[src/shared/sram_port_pkg.sv]
/*
  Package for the static memory port controller: pin bundles, request
  types, and timing figures with their derived cycle counts.
  Assumes a 50 MHz controller clock and the slow speed grade.
*/
package sram_port_pkg;
  // Controller clock period in ns
  localparam int CLK_PERIOD_NS = 20;
  // Memory geometry
  localparam int ADDR_W = 20;
  localparam int DATA_W = 16;
  localparam int LANE_W = 8;
  // Slow-grade timing figures, ns
  localparam int T_READ_CYCLE_NS = 70;
  localparam int T_ADDR_DATA_NS = 70;
  localparam int T_GATE_DATA_NS = 35;
  localparam int T_ADDR_TO_END_NS = 60;
  localparam int T_DATA_SETUP_NS = 30;
  localparam int T_OUT_FLOAT_NS = 25;
  // Least times rounded up to whole cycles, plus one for the read count
  localparam int RD_CYC = (T_ADDR_DATA_NS + CLK_PERIOD_NS - 1) / CLK_PERIOD_NS + 1;
  localparam int WR_CYC = (T_ADDR_TO_END_NS + CLK_PERIOD_NS - 1) / CLK_PERIOD_NS;
  localparam int DS_CYC = (T_DATA_SETUP_NS + CLK_PERIOD_NS - 1) / CLK_PERIOD_NS;
  localparam int TURN_CYC = (T_OUT_FLOAT_NS + CLK_PERIOD_NS - 1) / CLK_PERIOD_NS;
  localparam int CNT_W = 4;
  // Idle pin levels
  localparam logic [1:0] LANES_OFF = 2'h3;

  // Control pins toward the memory
  typedef struct packed {
    logic primary_select_n;
    logic secondary_select;
    logic write_strobe_n;
    logic output_gate_n;
    logic upper_lane_enable_n;
    logic lower_lane_enable_n;
  } sram_ctl_t;

  // User request bundle
  typedef struct packed {
    logic write;
    logic [1:0] lanes;
    logic [ADDR_W-1:0] addr;
    logic [DATA_W-1:0] wdata;
  } sram_req_t;
endpackage : sram_port_pkg

[src/design/sram_port_ctrl.sv]
/*
  Host-side controller for an asynchronous 1M x 16 static memory.
  Takes one read or write request at a time and sequences the pins.
  Assumes the memory pins are sampled and driven synchronously to mclk
  and that board delays are well below one clock period.
*/
`timescale 1ns/1ns
// Function
// Memory idles deselected: select high, lanes off
// Memory floats data when deselected or writing
// Write: selects active, write strobe low
// Lane enables pick stored bytes on write
// Read: selects active, gate low, strobe high
// Read drives only enabled lanes
// Array is 1M words, 20-bit address
// No drive glitch when deselect ends write
// Controller never drives data while memory might
// Write window is strobe, select, lane overlap
// Read sampled no sooner than read cycle
// Old data held briefly after address change
// Read data valid soon after gate falls
// Address held through write and after end
// Write data set up before window closes
// Address valid before selects and lanes activate
// Joint lane toggle shortens low-Z delay
module sram_port_ctrl
  import sram_port_pkg::*;
#(
  parameter int RD_CYCLES = RD_CYC,
  parameter int WR_CYCLES = WR_CYC
) (
  // Clock and reset
  input wire logic mclk,
  input wire logic reset,
  // User request
  input wire logic req_valid,
  output logic req_ready,
  input wire sram_req_t req,
  // User read answer
  output logic rsp_valid,
  output logic [DATA_W-1:0] rsp_data,
  // Memory pins
  output sram_ctl_t ctl,
  output logic [ADDR_W-1:0] mem_addr,
  output logic [DATA_W-1:0] mem_dq_out,
  output logic mem_dq_oe,
  input wire logic [DATA_W-1:0] mem_dq_in
);

  // Sequencer states
  typedef enum logic [2:0] {S_IDLE, S_SETUP, S_READ, S_WRITE, S_HOLD, S_TURN} state_t;

  state_t state_q; // Current state
  logic [CNT_W-1:0] cnt_q; // Cycles left in a phase
  sram_req_t cur_q; // Latched request
  sram_ctl_t ctl_q; // Registered control pins
  logic dq_oe_q; // Registered data drive enable
  logic rsp_valid_q; // Read answer strobe
  logic [DATA_W-1:0] rsp_data_q; // Captured read data
  // Idle pin levels: deselected, strobe and gate high, both lanes off
  localparam sram_ctl_t CTL_IDLE = '{1'b1, 1'b0, 1'b1, 1'b1, 1'b1, 1'b1};

  // Merge the read lanes: unselected lane reads zero
  function automatic logic [DATA_W-1:0] lane_merge(input logic [1:0] lanes,
                                                   input logic [DATA_W-1:0] d);
    lane_merge = {lanes[1] ? d[DATA_W-1:LANE_W] : {LANE_W{1'b0}},
                  lanes[0] ? d[LANE_W-1:0] : {LANE_W{1'b0}}};
  endfunction : lane_merge

  assign req_ready = (state_q == S_IDLE);
  assign ctl = ctl_q;
  assign mem_addr = cur_q.addr;
  assign mem_dq_out = cur_q.wdata;
  assign mem_dq_oe = dq_oe_q;
  assign rsp_valid = rsp_valid_q;
  assign rsp_data = rsp_data_q;

  // Phase sequencer
  always_ff @(posedge mclk) begin
    if (reset) begin
      state_q <= S_IDLE;
      cnt_q <= '0;
    end else begin
      case (state_q)
        S_IDLE: begin
          // Zero-lane requests are dropped: nothing to move
          if (req_valid && req.lanes != 2'h0) begin
            state_q <= S_SETUP;
          end
        end
        S_SETUP: begin
          // Address settles one cycle before any select, see
          state_q <= cur_q.write ? S_WRITE : S_READ;
          cnt_q <= cur_q.write ? CNT_W'(WR_CYCLES - 1) : CNT_W'(RD_CYCLES - 1);
        end
        S_READ: begin
          // Full read cycle before sampling, see
          if (cnt_q == '0) begin
            state_q <= S_TURN;
            cnt_q <= CNT_W'(TURN_CYC - 1);
          end else begin
            cnt_q <= cnt_q - 1'b1;
          end
        end
        S_WRITE: begin
          // Strobe held long enough for address and data set-up, see
          if (cnt_q == '0) begin
            state_q <= S_HOLD;
          end else begin
            cnt_q <= cnt_q - 1'b1;
          end
        end
        S_HOLD: state_q <= S_IDLE; // Address and data held past write end
        S_TURN: begin
          // Let memory outputs float before the next access
          if (cnt_q == '0) begin
            state_q <= S_IDLE;
          end else begin
            cnt_q <= cnt_q - 1'b1;
          end
        end
        default: state_q <= S_IDLE;
      endcase
    end
  end

  // Request capture; address stays put until the next request, see
  always_ff @(posedge mclk) begin
    if (reset) begin
      cur_q <= '0;
    end else if (state_q == S_IDLE && req_valid) begin
      cur_q <= req;
    end
  end

  // Control pins, registered so they never glitch
  always_ff @(posedge mclk) begin
    if (reset) begin
      ctl_q <= CTL_IDLE; // Deselected, see
    end else begin
      ctl_q <= CTL_IDLE;
      case (state_q)
        S_SETUP: begin
          // Selects and lanes go active together with the gate for a read or the strobe for a write
          ctl_q.primary_select_n <= 1'b0;
          ctl_q.secondary_select <= 1'b1;
          {ctl_q.upper_lane_enable_n, ctl_q.lower_lane_enable_n} <= ~cur_q.lanes;
          ctl_q.write_strobe_n <= ~cur_q.write;
          ctl_q.output_gate_n <= cur_q.write;
        end
        S_READ, S_WRITE: begin
          ctl_q <= ctl_q; // Hold the access
          if (state_q == S_READ && cnt_q == '0) begin
            ctl_q <= CTL_IDLE;
          end
          if (state_q == S_WRITE && cnt_q == '0) begin
            // Strobe and select rise together; memory stays floating, see
            ctl_q <= CTL_IDLE;
          end
        end
        default: ;
      endcase
    end
  end

  // Data bus drive: while the strobe is low and one cycle after it, see
  always_ff @(posedge mclk) begin
    if (reset) begin
      dq_oe_q <= 1'b0;
    end else begin
      // Drive spans the strobe plus one cycle of data hold after it rises
      dq_oe_q <= (state_q == S_SETUP && cur_q.write) || (state_q == S_WRITE);
    end
  end

  // Read data capture at the end of the read cycle, see
  always_ff @(posedge mclk) begin
    if (reset) begin
      rsp_valid_q <= 1'b0;
      rsp_data_q <= '0;
    end else begin
      rsp_valid_q <= (state_q == S_READ && cnt_q == '0);
      if (state_q == S_READ && cnt_q == '0) begin
        rsp_data_q <= lane_merge(cur_q.lanes, mem_dq_in);
      end
    end
  end
endmodule : sram_port_ctrl

[config.mk]
export PLATFORM = sky130hd
export DESIGN_NAME = sram_port_ctrl
export DESIGN_NICKNAME = d
export VERILOG_FILES = /design/src/shared/sram_port_pkg.sv /design/src/design/sram_port_ctrl.sv
export SDC_FILE = /design/constraint.sdc
export NUM_CORES = 1
export LEC_CHECK = 0
export BUFFER_PORTS_ARGS = -buffer_cell sky130_fd_sc_hd__buf_4
export CAP_MARGIN = 20
export CORE_ASPECT_RATIO = 0.5
export CORE_MARGIN = 4
export CORE_UTILIZATION = 50
export DETAILED_ROUTE_END_ITERATION = 8
export PLACE_DENSITY = 0.84
export RECOVER_POWER = 50
export SKIP_LAST_GASP = 1
export SLEW_MARGIN = 20
export SYNTH_ARGS = -nofsm -noshare
export SYNTH_HDL_FRONTEND = slang
export SYNTH_SLANG_ARGS = --single-unit
[constraint.sdc]
create_clock -name mclk -period 3.7 [get_ports mclk]
set_input_delay 0.185 -clock mclk [delete_from_list [all_inputs] [get_ports mclk]]
set_output_delay 0.185 -clock mclk [all_outputs]
set_load 0.03 [all_outputs]
==> flow_summary.toml, run 1 <==
[timing]
setup_viol = 0
rsz0062_at_grt = "false"
post-route-period-util_pct = 58.23
min_period_ns = 2.154
skew_ns = 0.007982
max_freq_mhz = 464.2
hold_violations = 0
hold_ws_ns = 0.1039
worstMarginPinSlew_ns = 0.7144
slew_headroom_pct = 52.37
final.setup.tns_ns = 0
drv_slew = 0

[synthesis]
synth_seq_cells = 70
synth_fa_ha_area_share_pct = 0.8278
yosysUniqueCellTypes = 35
yosysWarnings = 0
synth_cells = 379
syn-num-nets = 439
synth_area_um2 = 3023
synth_compound_area_share_pct = 14.74
synth-xor-area-share_pct = 0
avgSynthCellArea_um2 = 7.976
synth-simple-area-share_pct = 23.59
seq_area_frac_synth_pct = 46.36
synthMuxAreaShare_pct = 0.7450
synth_top_family_by_area = "simple AND/OR/NAND/NOR gates"

[job]
max-cap-violations = 0

[power_and_ir_drop]
seqPwrFrac_pct = 37.1
powerDensity_nw_per_um2 = 717.1
switchingPower_mw = 1.030
switching_share_pct = 39.27
leakage_nw = 1.398
p_clk_share_pct = 29.7
pwr-share-comb_pct = 33.2
vdd_ir_drop_max_uv = 280.5
cell_internal_pwr_mw = 1.593

[clocking]
clock-sinks = 70
cts_tree = "yes"
postCtsSetupBuffers = 0
root_buffer = "clkbuf_16"
cts_resized = 0
cts_made_buffers = 9
clockBufferDepth = 2
insertion_delay_ns = 0.33
htreeDepth = 3
clk_pin_slew_ns = 0.06
cts_hold_buf = 0

[die]
die_height_um = 62.98
start_util_pct = 53.43
fp-row-count = 19
io_pins = 119
core_um2 = 5658
dieWidth_um = 118.0
die_area_um2 = 7429

[final_layout]
area_growth_pct = 20.99
final_cell_mix = "nand2_1 (101), dfxtp_1 (70), a21oi_1 (65), clkbuf_1 (61), buf_4 (59)"
final_common_cell = "nand2_1"
diodes = 0
seqCellArea_um2 = 1401
final_util_pct = 64.64
final_nets = 508
fill_cells = 528
fin_cells = 526
drive_above_1_share_pct = 17.88
multi_input_area_um2 = 1206

[setup_path]
critPathCaptureType = "flop"
worstPathMaxFanout = 18
critical_path_class = "reg -> reg"
r2r_start = "cnt_q[0]"
cp-start-kind = "flop"
crit_arrival_ns = 2.34
required_ns = 3.89
crit_start = "cnt_q[0]"

[grt]
met2_usage_pct = 31.52
grt-ovfl-total = 0
antenna_found_initial = 0
use_met3_pct = 7.866
grt.total_usage_pct = 19.43
grt_pass1_wl_mm = 11.78
grt_pass1_vias = 2461
grt.met1_usage_pct = 24.08
grt_max_degree = 72
grt_busiest_layer = "met2"

[route]
drc = 0
dr_total_vias = 2721
wire_per_inst_um = 14.10
firstDrtPassIters = 4
viasPerCell = 5.173
ant_nets = 0
dr.first_iter.drc_count = 261
wirelength_mm = 7.417

[placement]
placed_cells = 510
io_buffers = 118
place.gp.congestion = 0.8904
hpwlAfterDp_mm = 4.969

[worst_hold_path]
hold_class = "in -> reg"
min_from = "req[29]"

[outcome]
outcome = "completed"
[worst max-delay path: stages (launching register included)]
cell	delay, ns
dfxtp_1	0.35
inv_1	0.10
ha_1	0.17
or3b_1	0.51
or3_1	0.64
nand2_1	0.18
a21oi_1	0.07
[final cells by class]
cell class                 count  area share, %
sequential                    70          38.32
multi-input combinational    244          32.98
timing repair buffer         120          18.37
clock buffer                   9          6.158
tap                           73          2.497
clock inverter                 7          1.368
inverter                       3         0.3079
[per-layer routing]
metal	wire length [um]	share of wire [%]
met5	0	0
met4	105	1.4
met3	635	8.6
met2	3479	47
met1	3197	43
[flip-flops by register name, indices dropped and copies added (netlist names)]
name and cells:
mem_addr 20, rsp_valid 1, mem_dq_out 16, cur_q 3, cnt_q 4, state_q 3, ctl 6, mem_dq_oe 1
rsp_data 16
[final timing paths]
kind,depth (start not counted),slack [ns],endpoint
worst max-delay path,6,1.55,rsp_data[14]
worst min-delay path,3,0.10,mem_addr[13]
worst max register to register,6,1.55,rsp_data[14]
worst min register to register,2,0.45,mem_addr[0]
[cells in the mapped netlist]
cell type,n,area (um2)
nand2_1,101,379.1
dfxtp_1,70,1401
a21oi_1,65,325.3
buf_4,37,277.8
nand3_1,19,95.09
clkbuf_1,15,56.30
nor2_1,12,45.04
nand2b_1,11,68.82
buf_2,5,25.02
nor3_1,4,20.02
inv_1,3,11.26
o2bb2ai_1,3,26.28
a2111oi_0,2,17.52
a2bb2oi_1,2,17.52
a31oi_1,2,12.51
buf_1,2,7.510
buf_6,2,22.52
ha_1,2,25.02
mux2_2,2,22.52
nand3b_1,2,15.01
nor2b_1,2,12.51
o21ai_0,2,10.01
o22ai_1,2,12.51
a211oi_1,1,7.510
a31o_2,1,8.760
and2_1,1,6.260
and4bb_2,1,12.51
buf_8,1,15.01
nand4_1,1,6.260
nand4b_1,1,8.760
nor3_4,1,16.27
nor3b_2,1,12.51
o21bai_1,1,7.510
or3_1,1,6.260
or3b_1,1,8.760
[power by group through the flow]
stage               registers, mW  clock network, mW  logic [mW]
global route                0.992              0.826       0.961
floorplan                   0.966                  0       0.779
CTS                         0.973              0.793       0.940
global placement            0.983                  0       0.914
detailed placement          0.987                  0       0.927
finish                      0.974              0.779       0.870
[per-stage QoR]
| stage | total power, mW | setup slack [ns] | area (um2) |
|---|---|---|---|
| final | 2.622 | 1.546 | 3657 |
| after CTS | 2.706 | 1.548 | 3886 |
| after global placement | 1.898 | 1.629 | 3611 |
| after detailed placement | 1.914 | 1.570 | 3611 |
| after global routing | 2.780 | 1.372 | 3657 |
| after floorplan | 1.745 | 1.647 | 3023 |
[kinds of logic (layout without fill, tap and decap cells)]
| kind of cell | count (synthesis) | after routing |
|---|---|---|
| AOI/OAI and AO/OA | 81 | 81 |
| and+or+nand+nor | 159 | 159 |
| muxes | 2 | 2 |
| buffers and inverters | 65 | 139 |
| DFF | 70 | 70 |
| adders and majority gates | 2 | 2 |
Power figures use the tool's default switching activity.
==> inputs of run 2 (changes only) <==
Settings changed: CORE_UTILIZATION 50 to 48, PLACE_DENSITY 0.84 to 0.81.
Clock period 3.7 ns to 2 ns, I/O delays scaled along.
==> run 2 against run 1 <==
Against the previous run:
- sequential power grew 83%
- critical path depth rose by 2
- sequential share of layout area shrank 1.5 points
- combinational power rose by 110%
- core utilization shrank 2.1 points
- global-route usage shrank 0.65 points
- first-iteration DRC count fell by 46%
- critical endpoint is now rsp_data[6]
==> flow_summary.toml, run 2 (same netlist as run 1, synthesis figures left out) <==
[outcome]
outcome = "completed"

[worst_hold_path]
whs_endpoint = "mem_addr[17]"
min_from = "req[33]"
hold_class = "in -> reg"
whs_path_depth = 3

[die]
die_height_um = 64.12
core_um2 = 6081
io_pins = 119
start_util_pct = 49.71
die_area_um2 = 7709
dieWidth_um = 120.2
fp-row-count = 20

[timing]
slew_headroom_pct = 65.46
hold_violations = 0
skew_ns = 0.006031
setup_viol = 0
max_freq_mhz = 546.0
post-route-period-util_pct = 91.58
min_period_ns = 1.832
drv_slew = 0
worstMarginPinSlew_ns = 0.5181

[power_and_ir_drop]
p_clk_share_pct = 29.9
pwr-share-comb_pct = 35.2
vdd_ir_drop_max_uv = 501.6
seqPwrFrac_pct = 34.8
powerDensity_nw_per_um2 = 1343
switching_share_pct = 36.96
leakage_nw = 1.464
switchingPower_mw = 1.886
cell_internal_pwr_mw = 3.218
p_total_mw = 5.104

[grt]
antenna_found_initial = 0
grt-ovfl-total = 0
grt.total_usage_pct = 18.78
grt_max_degree = 53
grt_pass1_wl_mm = 11.61
grt_pass1_vias = 2580

[clocking]
cts_made_buffers = 9
cts_tree = "yes"
cts_hold_buf = 0
clock-sinks = 70
postCtsSetupBuffers = 0
htreeDepth = 3
root_buffer = "clkbuf_16"
insertion_delay_ns = 0.33
clk_pin_slew_ns = 0.06
clockBufferDepth = 2
cts_resized = 0

[final_layout]
final_cell_mix = "nand2_1 (101), dfxtp_1 (70), buf_4 (66), a21oi_1 (65), clkbuf_1 (61)"
area_growth_pct = 25.75
drive_above_1_share_pct = 19.31
largest_reg_flops = 20
fin_cells = 549
final_nets = 517
final_area_um2 = 3801
fill_cells = 589
final_common_cell = "nand2_1"
diodes = 0

[placement]
placed_cells = 534
placed_cell_area_um2 = 3740
hpwlAfterDp_mm = 4.900
io_buffers = 118
place.gp.congestion = 0.8909

[route]
drc = 0
wirelength_mm = 7.087
firstDrtPassIters = 4
wire_per_inst_um = 12.91
dr_total_vias = 2745
dr.first_iter.drc_count = 142
viasPerCell = 5.000
ant_nets = 0

[setup_path]
reg2reg_setup_slack_ns = 0.17
cp_slowest_cell = "or3b_1"
critPathBufInv = 3
r2r_start = "cnt_q[0]"
required_ns = 2.26
worstPathMaxFanout = 16
reg2reg_depth = 8
critPathTopFamily = "simple AND/OR/NAND/NOR gates"
critical_path_class = "reg -> reg"
cp_slowest_stage_delay_ns = 0.37
cp_common_cell = "buf_4"
r2r_end = "rsp_data[6]"
path_cells = "inv_1 -> ha_1 -> or3b_1 -> buf_4 -> nor3_4 -> buf_4 -> nand3_1 -> a21oi_1"
crit_arrival_ns = 2.09
critPathCaptureType = "flop"
cp-start-kind = "flop"
path_depth = 8

[job]
max-cap-violations = 0
## run 2: area by class of cell
class / instances / area, um2 / area share (%)
timing repair buffer: 129 / 780.7 / 20.54
tap: 88 / 110.1 / 2.897
inverter: 3 / 11.26 / 0.2962
clock buffer: 10 / 229.0 / 6.024
sequential: 70 / 1401 / 36.87
multi-input combinational: 244 / 1207 / 31.76
clock inverter: 5 / 61.31 / 1.613
## run 2: worst max path at each step
stage / from / end / slack, ns
floorplan: cnt_q[0] / rsp_data[10] / 0.15
global route: cnt_q[0] / cnt_q[1] / -0.002
finish: cnt_q[0] / rsp_data[6] / 0.17
detailed placement: cnt_q[0] / rsp_data[6] / 0.18
global placement: cnt_q[0] / rsp_data[2] / 0.23
CTS: cnt_q[0] / cnt_q[1] / 0.16
## run 2: worst register-to-register path, cell delays in order, from the launching register on
cell	delay (ns)
dfxtp_1	0.34
inv_1	0.09
ha_1	0.17
or3b_1	0.37
buf_4	0.18
nor3_4	0.10
buf_4	0.23
nand3_1	0.11
a21oi_1	0.17
## run 2: per-stage QoR
step / setup WS (ns) / util [%] / hold WS [ns] / TNS [ns]
floorplan: 0.1464 / - / 0.2360 / 0
global placement: 0.2332 / 61.50 / 0.3465 / 0
detailed placement: 0.1765 / 61.50 / 0.3558 / 0
CTS: 0.1551 / 66.28 / 0.002429 / 0
global route: -0.001944 / 62.51 / 0.01104 / -0.001944
finish: 0.1684 / 62.51 / 0.01323 / 0
## run 2: per-layer routing
layer,global-route usage [%],vias to the layer above,share of wire [%]
li1,-,1374,-
met1,22.05,1258,43
met2,31.03,94,47
met3,6.101,19,7.9
met4,9.605,0,2.7
met5,0,-,0
## run 2: power by group through the flow
stage          logic [mW]  clock network (mW)  registers (mW)
6_report             1.80                1.53            1.78
5_1_grt              1.98                1.62            1.81
4_1_cts              1.93                1.56            1.79
3_5_place_dp         1.91                   0            1.81
3_3_place_gp         1.89                   0            1.80
2_1_floorplan        1.45                   0            1.79
